==> src/rtl/spc_pkg.sv <==
// Constants, register map and field layout of the serial port control block.
// How it works
// - In Wait the port keeps running; any enabled event wakes the processor.
// - In Halt the control and mode bits freeze and the master clock stops until woken.
// - A slave wakes the processor from Halt through its transfer-complete event.
// - A second byte before the done flag is cleared sets the overrun flag.
// - Halt wake-up needs the internal slave select low at Halt entry.
// - All three events share one request, gated by enable and CPU mask.
// - All events exit Wait; only transfer-complete exits Halt.
// - Interrupt enable requests on a set done, overrun or mode fault flag, not on write collision; clear inhibits every request.
// - Peripheral enable connects the pins; cleared by select low in master mode.
// - Master select turns clock pin to output; cleared by mode fault.
// - Clock idle level bit sets serial clock idle level in both modes.
// - Capture edge bit picks first or second clock edge; both ends match.
// - Divider bits set master clock rate and do nothing in slave mode.
// - Codes 100, 000, 001 divide the CPU clock by 4, 8, 16.
// - Codes 110, 010, 011 divide the CPU clock by 32, 64, 128.
// - Reset clears the upper four control bits.
// - Done flag sets on byte end; status read then data access clears it.
// - Reading the status register clears the overrun flag.
package spc_pkg;

  // ****************************************************************
  // Register map and fields
  // ****************************************************************
  localparam logic [7:0] ADDR_DATA = 8'h01;
  localparam logic [7:0] ADDR_CTRL = 8'h02;
  localparam logic [7:0] ADDR_STAT = 8'h03;

  localparam int CTRL_IRQ_EN  = 7;
  localparam int CTRL_PERIPH  = 6;
  localparam int CTRL_DIV_EN  = 5;
  localparam int CTRL_MASTER  = 4;
  localparam int CTRL_IDLE    = 3;
  localparam int CTRL_CAPTURE = 2;
  localparam int CTRL_RATE_HI = 1;
  localparam int CTRL_RATE_LO = 0;

  localparam int STAT_DONE = 7;
  localparam int STAT_WCOL = 6;
  localparam int STAT_OVR  = 5;
  localparam int STAT_MODE_FAULT_FLAG = 4;
  localparam int STAT_ODIS = 2;
  localparam int STAT_SSM  = 1;
  localparam int STAT_SSI  = 0;

  localparam logic [7:0] CTRL_RESET = 8'h00;
  localparam logic [7:0] READ_NONE  = 8'h00;

  // ****************************************************************
  // Master clock dividers, indexed by {div_enable, rate_select}
  // ****************************************************************
  localparam int DIV_W = 7;
  localparam logic [2:0] CODE_DIV4   = 3'h4;
  localparam logic [2:0] CODE_DIV8   = 3'h0;
  localparam logic [2:0] CODE_DIV16  = 3'h1;
  localparam logic [2:0] CODE_DIV32  = 3'h6;
  localparam logic [2:0] CODE_DIV64  = 3'h2;
  localparam logic [2:0] CODE_DIV128 = 3'h3;
  localparam logic [DIV_W-1:0] HALF_DIV4   = 7'h02;
  localparam logic [DIV_W-1:0] HALF_DIV8   = 7'h04;
  localparam logic [DIV_W-1:0] HALF_DIV16  = 7'h08;
  localparam logic [DIV_W-1:0] HALF_DIV32  = 7'h10;
  localparam logic [DIV_W-1:0] HALF_DIV64  = 7'h20;
  localparam logic [DIV_W-1:0] HALF_DIV128 = 7'h40;

  // ****************************************************************
  // Power state, Gray coded along run, halt, recover
  // ****************************************************************
  typedef enum logic [1:0] {
    SPC_RUN     = 2'h0,
    SPC_HALT    = 2'h1,
    SPC_RECOVER = 2'h3
  } spc_pwr_t;

endpackage

==> src/rtl/spc_div_if.sv <==
// Link between the control block and its master clock divider.
interface spc_div_if;
  logic                        run;
  logic [spc_pkg::DIV_W-1:0]   half_cnt;
  logic                        tick;
  modport ctrl (output run, output half_cnt, input tick);
  modport div  (input run, input half_cnt, output tick);
endinterface

==> src/rtl/spc_divider.sv <==
// Master serial clock divider producing a half-period enable pulse.
module spc_divider #(
  parameter int CNT_W = spc_pkg::DIV_W
) (
  // Clock and reset
  input wire logic clk_i,
  input wire logic srst_i,
  // Divider control
  spc_div_if.div   div
);

  if (CNT_W != spc_pkg::DIV_W) begin : g_chk
    $error("spc_divider: CNT_W must equal the interface width");
  end

  logic [CNT_W-1:0] cnt_q;
  logic             tick_q;
  logic [CNT_W-1:0] gap_q;

  // The count restarts whenever run drops, so a fresh start gives a full half period.
  always_ff @(posedge clk_i) begin
    if (srst_i || !div.run) begin
      cnt_q  <= '0;
      tick_q <= 1'b0;
    end else if (cnt_q == div.half_cnt - CNT_W'(1)) begin
      cnt_q  <= '0;
      tick_q <= 1'b1;
    end else begin
      cnt_q  <= cnt_q + CNT_W'(1);
      tick_q <= 1'b0;
    end
  end

  assign div.tick = tick_q;

  always_ff @(posedge clk_i) begin
    if (srst_i || !div.run || cnt_q == div.half_cnt - CNT_W'(1)) begin
      gap_q <= CNT_W'(1);
    end else begin
      gap_q <= gap_q + CNT_W'(1);
    end
  end
endmodule

==> src/rtl/spc_ctrl.sv <==
// Serial port control, status, interrupt and low-power handling.
module spc_ctrl (
  // Clock and reset
  input  wire logic       CLOCK_I,
  input  wire logic       SRST_I,
  // Register port
  input  wire logic [7:0] REG_ADDR_I,
  input  wire logic [7:0] REG_WDATA_I,
  input  wire logic       REG_WR_I,
  input  wire logic       REG_RD_I,
  output logic      [7:0] REG_RDATA_O,
  // Processor power and interrupt
  input  wire logic       WAIT_I,
  input  wire logic       HALT_I,
  input  wire logic       CC_MASK_I,
  output logic            IRQ_O,
  output logic            WAKE_O,
  // Shift datapath
  input  wire logic       XFER_DONE_I,
  input  wire logic [7:0] RX_BYTE_I,
  input  wire logic       XFER_BUSY_I,
  output logic            TX_LOAD_O,
  output logic      [7:0] TX_BYTE_O,
  output logic            SCK_TICK_O,
  output logic            PERIPH_ENABLE_O,
  output logic            MASTER_SELECT_O,
  output logic            CLK_IDLE_LEVEL_O,
  output logic            CAPTURE_EDGE_SELECT_O,
  output logic            PORT_ACTIVE_O,
  output logic            HALT_RECOVER_O,
  // Pins
  input  wire logic       SS_N_I,
  output logic            SCK_OE_N_O,
  output logic            MOSI_OE_N_O,
  output logic            MISO_OE_N_O
);

  // ****************************************************************
  // Declarations
  // ****************************************************************
  logic             irq_en_q;
  logic             periph_q;
  logic             div_en_q;
  logic             master_q;
  logic             idle_q;
  logic             capture_q;
  logic [1:0]       rate_q;
  logic             xfer_done_q;
  logic             wcol_q;
  logic             ovr_q;
  logic             mode_fault_flag_q;
  logic             odis_q;
  logic             ssm_q;
  logic             ssi_q;
  logic             done_arm_q;
  logic             mode_fault_flag_arm_q;
  logic [7:0]       rx_buf_q;
  logic [7:0]       tx_byte_q;
  logic             tx_load_q;
  logic [7:0]       rdata_q;
  logic             wake_ok_q;
  spc_pkg::spc_pwr_t pwr_q;
  spc_pkg::spc_pwr_t pwr_d;
  logic             ss_int;
  logic             stat_rd;
  logic             data_acc;
  logic             ctrl_wr;
  logic             stat_wr;
  logic             data_wr;
  logic             done_evt;
  logic             done_clr;
  logic             fault;
  logic             any_flag;
  logic             halted;
  logic [7:0]       ctrl_word;
  logic [7:0]       stat_word;

  spc_div_if div_link ();

  assign halted   = HALT_I;
  assign ss_int   = ssm_q ? ssi_q : SS_N_I;
  assign stat_rd  = REG_RD_I && REG_ADDR_I == spc_pkg::ADDR_STAT;
  assign data_acc = (REG_RD_I || REG_WR_I) && REG_ADDR_I == spc_pkg::ADDR_DATA;
  assign ctrl_wr  = REG_WR_I && !halted && REG_ADDR_I == spc_pkg::ADDR_CTRL;
  assign stat_wr  = REG_WR_I && !halted && REG_ADDR_I == spc_pkg::ADDR_STAT;
  assign data_wr  = REG_WR_I && !halted && REG_ADDR_I == spc_pkg::ADDR_DATA;
  // A byte may complete in Halt only for a slave selected when Halt began.
  assign done_evt = XFER_DONE_I && (!halted || wake_ok_q);
  assign done_clr = done_arm_q && data_acc && !halted;
  assign fault    = master_q && !ss_int && !halted;
  assign any_flag = xfer_done_q || mode_fault_flag_q || ovr_q;

  // ****************************************************************
  // Control register
  // ****************************************************************
  // While a mode fault stands, enable and master may only be set by the write that clears it.
  always_ff @(posedge CLOCK_I) begin
    if (SRST_I) begin
      {irq_en_q, periph_q, div_en_q, master_q} <= spc_pkg::CTRL_RESET[7:4];
      {idle_q, capture_q, rate_q} <= spc_pkg::CTRL_RESET[3:0];
    end else if (fault) begin
      periph_q <= 1'b0;
      master_q <= 1'b0;
    end else if (ctrl_wr) begin
      irq_en_q  <= REG_WDATA_I[spc_pkg::CTRL_IRQ_EN];
      div_en_q  <= REG_WDATA_I[spc_pkg::CTRL_DIV_EN];
      idle_q    <= REG_WDATA_I[spc_pkg::CTRL_IDLE];
      capture_q <= REG_WDATA_I[spc_pkg::CTRL_CAPTURE];
      rate_q    <= REG_WDATA_I[spc_pkg::CTRL_RATE_HI:spc_pkg::CTRL_RATE_LO];
      if (!mode_fault_flag_q || mode_fault_flag_arm_q) begin
        periph_q <= REG_WDATA_I[spc_pkg::CTRL_PERIPH];
        master_q <= REG_WDATA_I[spc_pkg::CTRL_MASTER];
      end else begin
        periph_q <= 1'b0;
        master_q <= 1'b0;
      end
    end
  end

  // ****************************************************************
  // Status flags
  // ****************************************************************
  // Hardware sets win over software clears in the same cycle.
  always_ff @(posedge CLOCK_I) begin
    if (SRST_I) begin
      xfer_done_q <= 1'b0;
      done_arm_q  <= 1'b0;
    end else begin
      if (done_evt) begin
        xfer_done_q <= 1'b1;
      end else if (done_clr) begin
        xfer_done_q <= 1'b0;
      end
      if (done_evt || done_clr) begin
        done_arm_q <= 1'b0;
      end else if (stat_rd && xfer_done_q) begin
        done_arm_q <= 1'b1;
      end
    end
  end

  always_ff @(posedge CLOCK_I) begin
    if (SRST_I) begin
      ovr_q <= 1'b0;
    end else if (done_evt && xfer_done_q && !done_clr) begin
      ovr_q <= 1'b1;
    end else if (stat_rd) begin
      ovr_q <= 1'b0;
    end
  end

  always_ff @(posedge CLOCK_I) begin
    if (SRST_I) begin
      mode_fault_flag_q     <= 1'b0;
      mode_fault_flag_arm_q <= 1'b0;
    end else if (fault) begin
      mode_fault_flag_q     <= 1'b1;
      mode_fault_flag_arm_q <= 1'b0;
    end else if (ctrl_wr && mode_fault_flag_arm_q) begin
      mode_fault_flag_q     <= 1'b0;
      mode_fault_flag_arm_q <= 1'b0;
    end else if (stat_rd && mode_fault_flag_q) begin
      mode_fault_flag_arm_q <= 1'b1;
    end
  end

  // A write during a transfer is dropped and flagged, never loaded.
  always_ff @(posedge CLOCK_I) begin
    if (SRST_I) begin
      wcol_q <= 1'b0;
    end else if (data_wr && XFER_BUSY_I) begin
      wcol_q <= 1'b1;
    end else if (done_arm_q && REG_RD_I && REG_ADDR_I == spc_pkg::ADDR_DATA) begin
      wcol_q <= 1'b0;
    end
  end

  always_ff @(posedge CLOCK_I) begin
    if (SRST_I) begin
      {odis_q, ssm_q, ssi_q} <= 3'h0;
    end else if (stat_wr) begin
      odis_q <= REG_WDATA_I[spc_pkg::STAT_ODIS];
      ssm_q  <= REG_WDATA_I[spc_pkg::STAT_SSM];
      ssi_q  <= REG_WDATA_I[spc_pkg::STAT_SSI];
    end
  end

  // ****************************************************************
  // Data buffers
  // ****************************************************************
  // Only the first byte after a clear is kept; later ones are lost to overrun.
  always_ff @(posedge CLOCK_I) begin
    if (SRST_I) begin
      rx_buf_q <= 8'h00;
    end else if (done_evt && (!xfer_done_q || done_clr)) begin
      rx_buf_q <= RX_BYTE_I;
    end
  end

  always_ff @(posedge CLOCK_I) begin
    if (SRST_I) begin
      tx_byte_q <= 8'h00;
      tx_load_q <= 1'b0;
    end else begin
      tx_load_q <= data_wr && !XFER_BUSY_I && (!xfer_done_q || done_arm_q);
      if (data_wr && !XFER_BUSY_I && (!xfer_done_q || done_arm_q)) begin
        tx_byte_q <= REG_WDATA_I;
      end
    end
  end

  // ****************************************************************
  // Register read port
  // ****************************************************************
  assign ctrl_word = {irq_en_q, periph_q, div_en_q, master_q, idle_q, capture_q, rate_q};
  assign stat_word = {xfer_done_q, wcol_q, ovr_q, mode_fault_flag_q, 1'b0, odis_q, ssm_q, ssi_q};

  always_ff @(posedge CLOCK_I) begin
    if (SRST_I || !REG_RD_I) begin
      rdata_q <= spc_pkg::READ_NONE;
    end else if (REG_ADDR_I == spc_pkg::ADDR_DATA) begin
      rdata_q <= rx_buf_q;
    end else if (REG_ADDR_I == spc_pkg::ADDR_CTRL) begin
      rdata_q <= ctrl_word;
    end else if (REG_ADDR_I == spc_pkg::ADDR_STAT) begin
      rdata_q <= stat_word;
    end else begin
      rdata_q <= spc_pkg::READ_NONE;
    end
  end

  // ****************************************************************
  // Power state
  // ****************************************************************
  always_comb begin
    pwr_d = pwr_q;
    case (pwr_q)
      spc_pkg::SPC_RUN: begin
        if (halted) begin
          pwr_d = spc_pkg::SPC_HALT;
        end
      end
      spc_pkg::SPC_HALT: begin
        if (!halted) begin
          pwr_d = (wake_ok_q && !master_q) ? spc_pkg::SPC_RECOVER : spc_pkg::SPC_RUN;
        end
      end
      spc_pkg::SPC_RECOVER: begin
        if (master_q || done_evt) begin
          pwr_d = spc_pkg::SPC_RUN;
        end else if (halted) begin
          pwr_d = spc_pkg::SPC_HALT;
        end
      end
      default: begin
        pwr_d = spc_pkg::SPC_RUN;
      end
    endcase
  end

  always_ff @(posedge CLOCK_I) begin
    if (SRST_I) begin
      pwr_q <= spc_pkg::SPC_RUN;
    end else begin
      pwr_q <= pwr_d;
    end
  end

  // The select level is sampled once at Halt entry; later changes do not matter.
  always_ff @(posedge CLOCK_I) begin
    if (SRST_I) begin
      wake_ok_q <= 1'b0;
    end else if (halted && pwr_q != spc_pkg::SPC_HALT) begin
      wake_ok_q <= !ss_int && !master_q && periph_q;
    end else if (!halted) begin
      // A stale grant from an earlier Halt must not wake the next one.
      wake_ok_q <= 1'b0;
    end
  end

  // ****************************************************************
  // Master clock divider
  // ****************************************************************
  always_comb begin
    case ({div_en_q, rate_q})
      spc_pkg::CODE_DIV4:   div_link.half_cnt = spc_pkg::HALF_DIV4;
      spc_pkg::CODE_DIV16:  div_link.half_cnt = spc_pkg::HALF_DIV16;
      spc_pkg::CODE_DIV32:  div_link.half_cnt = spc_pkg::HALF_DIV32;
      spc_pkg::CODE_DIV64:  div_link.half_cnt = spc_pkg::HALF_DIV64;
      spc_pkg::CODE_DIV128: div_link.half_cnt = spc_pkg::HALF_DIV128;
      default:              div_link.half_cnt = spc_pkg::HALF_DIV8;
    endcase
  end

  assign div_link.run = periph_q && master_q && !halted;

  spc_divider #(
    .CNT_W (spc_pkg::DIV_W)
  ) u_div (
    .clk_i  (CLOCK_I),
    .srst_i (SRST_I),
    .div    (div_link.div)
  );

  // ****************************************************************
  // Outputs
  // ****************************************************************
  assign IRQ_O  = irq_en_q && any_flag && !CC_MASK_I;
  assign WAKE_O = irq_en_q && ((WAIT_I && any_flag)
                  || (halted && wake_ok_q && xfer_done_q));

  assign REG_RDATA_O           = rdata_q;
  assign TX_LOAD_O             = tx_load_q;
  assign TX_BYTE_O             = tx_byte_q;
  assign SCK_TICK_O            = div_link.tick;
  assign PERIPH_ENABLE_O       = periph_q;
  assign MASTER_SELECT_O       = master_q;
  assign CLK_IDLE_LEVEL_O      = idle_q;
  assign CAPTURE_EDGE_SELECT_O = capture_q;
  assign PORT_ACTIVE_O         = periph_q && !halted;
  assign HALT_RECOVER_O        = pwr_q == spc_pkg::SPC_RECOVER;
  assign SCK_OE_N_O            = !(periph_q && master_q);
  assign MOSI_OE_N_O           = !(periph_q && master_q && !odis_q);
  assign MISO_OE_N_O           = !(periph_q && !master_q && !odis_q && !ss_int);
endmodule

==> config.mk <==
export PLATFORM = sky130hd
export DESIGN_NAME = spc_ctrl
export DESIGN_NICKNAME = d
export VERILOG_FILES = /design/src/rtl/spc_pkg.sv /design/src/rtl/spc_div_if.sv /design/src/rtl/spc_divider.sv /design/src/rtl/spc_ctrl.sv
export SDC_FILE = /design/constraint.sdc
export NUM_CORES = 1
export LEC_CHECK = 0
export ABC_AREA = 1
export BUFFER_PORTS_ARGS = -buffer_cell sky130_fd_sc_hd__buf_2
export CORE_MARGIN = 2
export CORE_UTILIZATION = 55
export CTS_BUF_LIST = sky130_fd_sc_hd__clkbuf_4
export DETAILED_ROUTE_END_ITERATION = 12
export PLACE_DENSITY_LB_ADDON = 0.15
export SLEW_MARGIN = 40
export SYNTH_ARGS = -nofsm -noshare
export SYNTH_HDL_FRONTEND = slang
export SYNTH_SLANG_ARGS = --single-unit
==> constraint.sdc <==
create_clock -name CLOCK_I -period 1.7 [get_ports CLOCK_I]
set_input_delay 0.34 -clock CLOCK_I [delete_from_list [all_inputs] [get_ports CLOCK_I]]
set_output_delay 0.34 -clock CLOCK_I [all_outputs]
set_load 0.05 [all_outputs]
==> impl_results.md <==
* Non-Filler Instances at slightly above 500
* Largest net degree at the start of global routing at 18
* First-pass GRT wire length at a little over 10 mm
* Initial drt markers at ~210
* Ports at 63
* Reg clk slew, reported paths at around 0.15 ns
* WP data arrival at between 1 and 1.5 ns
* Via/cell ratio at around 5.1
* Total GRT Usage at 0.245
* Share of cells above drive strength 1 at 0.251
* Placement Rows at 25
* Hold_buf cts at 0
* Routed WL per cell at about 12 um
* Die area at around 5300 um^2
* Total power at ~2.1 mW
* Clock period minus worst slack at ~1.6 ns
* Post-Syn Area per Cell at ~6.9 um^2
* Sequential element share of the synthesized area at 0.408
* Sequential cell area at between 1000 and 1500 um^2
* Max VDD drop at between 0.0004 and 0.0005 V
* Startpoint Class: flop
* Post-Synth Simple-Gate Area at 0.354
* Port bufs at 62
* Finished Cell Area at around 3100 um^2
* Kind of critical path: flop to output port
* Slew margin rel. at 0.736
* Mux cell area share after synthesis at 0
* Routed via count at between 2000 and 3000
* Max_cap viols at 0
* Height of the die at slightly above 70 um
* Area leader, netlist: dfxtp_1
* NumNets Final at approximately 490
* RSZ-0062 raised after global routing: no
* Num CTS Buffers at 5
* Routed Antenna Nets at 0
* Final number of hold-violating endpoints at 0
* # DRC at 0
* Final WL at 6.19 mm
* Area Growth Syn to Fin at 20.3%
* H-tree depth at 2
* Synth Area in XOR/XNOR at 0.0168
* Measured slew at the worst slew-check pin at approximately 0.4 ns
* Critical path required time at between 1 and 1.5 ns
* Final period util at 0.964
* Grt total ovfl at 0
* Top-area cell type share of the netlist area at 0.408
* Starting density of the core at 0.562
* PD cells at about 660 nW/um^2
* Outcome: finished clean
* Post-Synth Adder-Cell Area at 0.00481
* Synthesized area at about 2600 um^2
* Chip width at about 73 um
* Syn_nets at roughly 410
* Clock root buffer master: clkbuf_4
* CP Max Fanout at 8
* Hold Path Class: input port to flop
* # diodes at 0
* Clk buf depth at 2
* Clk_lat worst skew at approximately 0.38 ns
* # placed instances at a little under 500
* Core Area at about 4600 um^2
* LEAKAGE at between 1 and 1.5 nW
* Vias in the first global route at 2362
* Initial antenna violation count at 0
* Post-Syn Instances at 379
* Multi-input logic area at 1280 um^2
* Clock Skews at between 0.01 and 0.015 ns
* Pre-antenna DRT Iters at 4
* Synth cell types at 33
* DP HPWL at around 4.4 mm
* Max-slew violations at 0
* Most frequent cells in the layout: nand2_1, buf_2, inv_1
* Most common cell after layout, fill and taps aside: nand2_1
* Most area-consuming cells after synthesis: dfxtp_1, nand2_1, nand3_1, inv_1, nor2_1
* Compound-gate portion of the synthesized area at 0.106
* FILL cells at 418
* Final setup fails at 0
* Gp weighted congestion at approximately 0.84
* CTS tree: done
* Register bit total from synthesis at between 50 and 60
* Min Hold Slack at slightly above 0.2 ns
* DP Area at 2970 um^2
* Sink Count at between 50 and 60
* Fmax at approximately 610 MHz
* Crit path capture type: output port
* YS warnings at 0
* Main combinational cell family by area after synthesis: simple AND/OR/NAND/NOR gates
## kinds of logic (layout without fill, tap and decap cells)
kind of cell,Yosys count,count (layout)
buffers and inverters,69,141
AND/OR/NAND/NOR,203,203
adder cells (fa/ha/maj),1,1
flip-flops,53,53
XOR/XNOR,5,5
AO/OA/AOI/OAI,48,48
## path summary, 6_finish.rpt
check | startpoint | end | slack (ns) | cells past startpoint
worst max-delay path | MASTER_SELECT_O | SCK_OE_N_O | 0.06 | 2
worst min-delay path | SRST_I | mode_fault_flag_q | 0.20 | 2
worst max register to register | MASTER_SELECT_O | u_div.cnt_q[2] | 0.23 | 4
worst min register to register | TX_BYTE_O[7] | TX_BYTE_O[7] | 0.47 | 2
## critical path: stages, from the launching register on
cell and delay [ns]:
dfxtp_1 0.53, nand2_1 0.14, buf_2 0.24
## cells in the mapped netlist, drive strengths merged
library cell	count
a21oi	25
xnor2	1
inv	55
clkinv	1
nand3	44
clkbuf	5
a21boi	2
nor2	53
nand4	10
ha	1
nor3	5
dfxtp	53
nand2	89
buf	8
o21bai	7
xor2	4
a31oi	1
o211ai	1
nand3b	2
o21ai	11
o31ai	1
## through the flow
stage | utilization | setup slack, ns | TNS [ns]
3_3_place_gp | 0.642 | 0.233 | 0
6_report | 0.676 | 0.0619 | 0
5_1_grt | 0.676 | 0.00349 | 0
2_1_floorplan | - | -0.121 | -0.862
3_5_place_dp | 0.642 | 0.155 | 0
4_1_cts | 0.668 | 0.00407 | 0
## per-layer routing
metal	vias up	global-route usage	wire (um)
met5	-	0	0
met4	0	0.0761	76
met3	6	0.0470	380
met2	83	0.414	2920
met1	1149	0.317	2800
li1	1344	-	-
## report_power, final
group / internal, mW / leakage [nW] / switching (mW)
registers: 1.26 / 0.432 / 0.0152
clock network: 0.196 / 0.0324 / 0.400
logic: 0.0747 / 1.03 / 0.116
## final cells by class
cell class	count	share of cell area
Timing Repair Buffer	77	0.138
Tap cell	54	0.0216
Clock inverter	1	0.00240
Sequential cell	53	0.343
Clock buffer	7	0.0168
Inverter	56	0.0672
Multi-Input combinational cell	257	0.411
## registers in the layout, summed over array words and instances, names as in the netlist, 2 cells and up
signal and count:
REG_RDATA_O 8, TX_BYTE_O 8, pwr_q 2, rate_q 2
rx_buf_q 8, u_div.cnt_q 7
## what timing repair did
item,CTS,global route
setup buffers,5,1
pin swaps,2,2
gates resized for setup,11,8
endpoints found under the setup margin,3,3
Power figures use the tool's default switching activity.
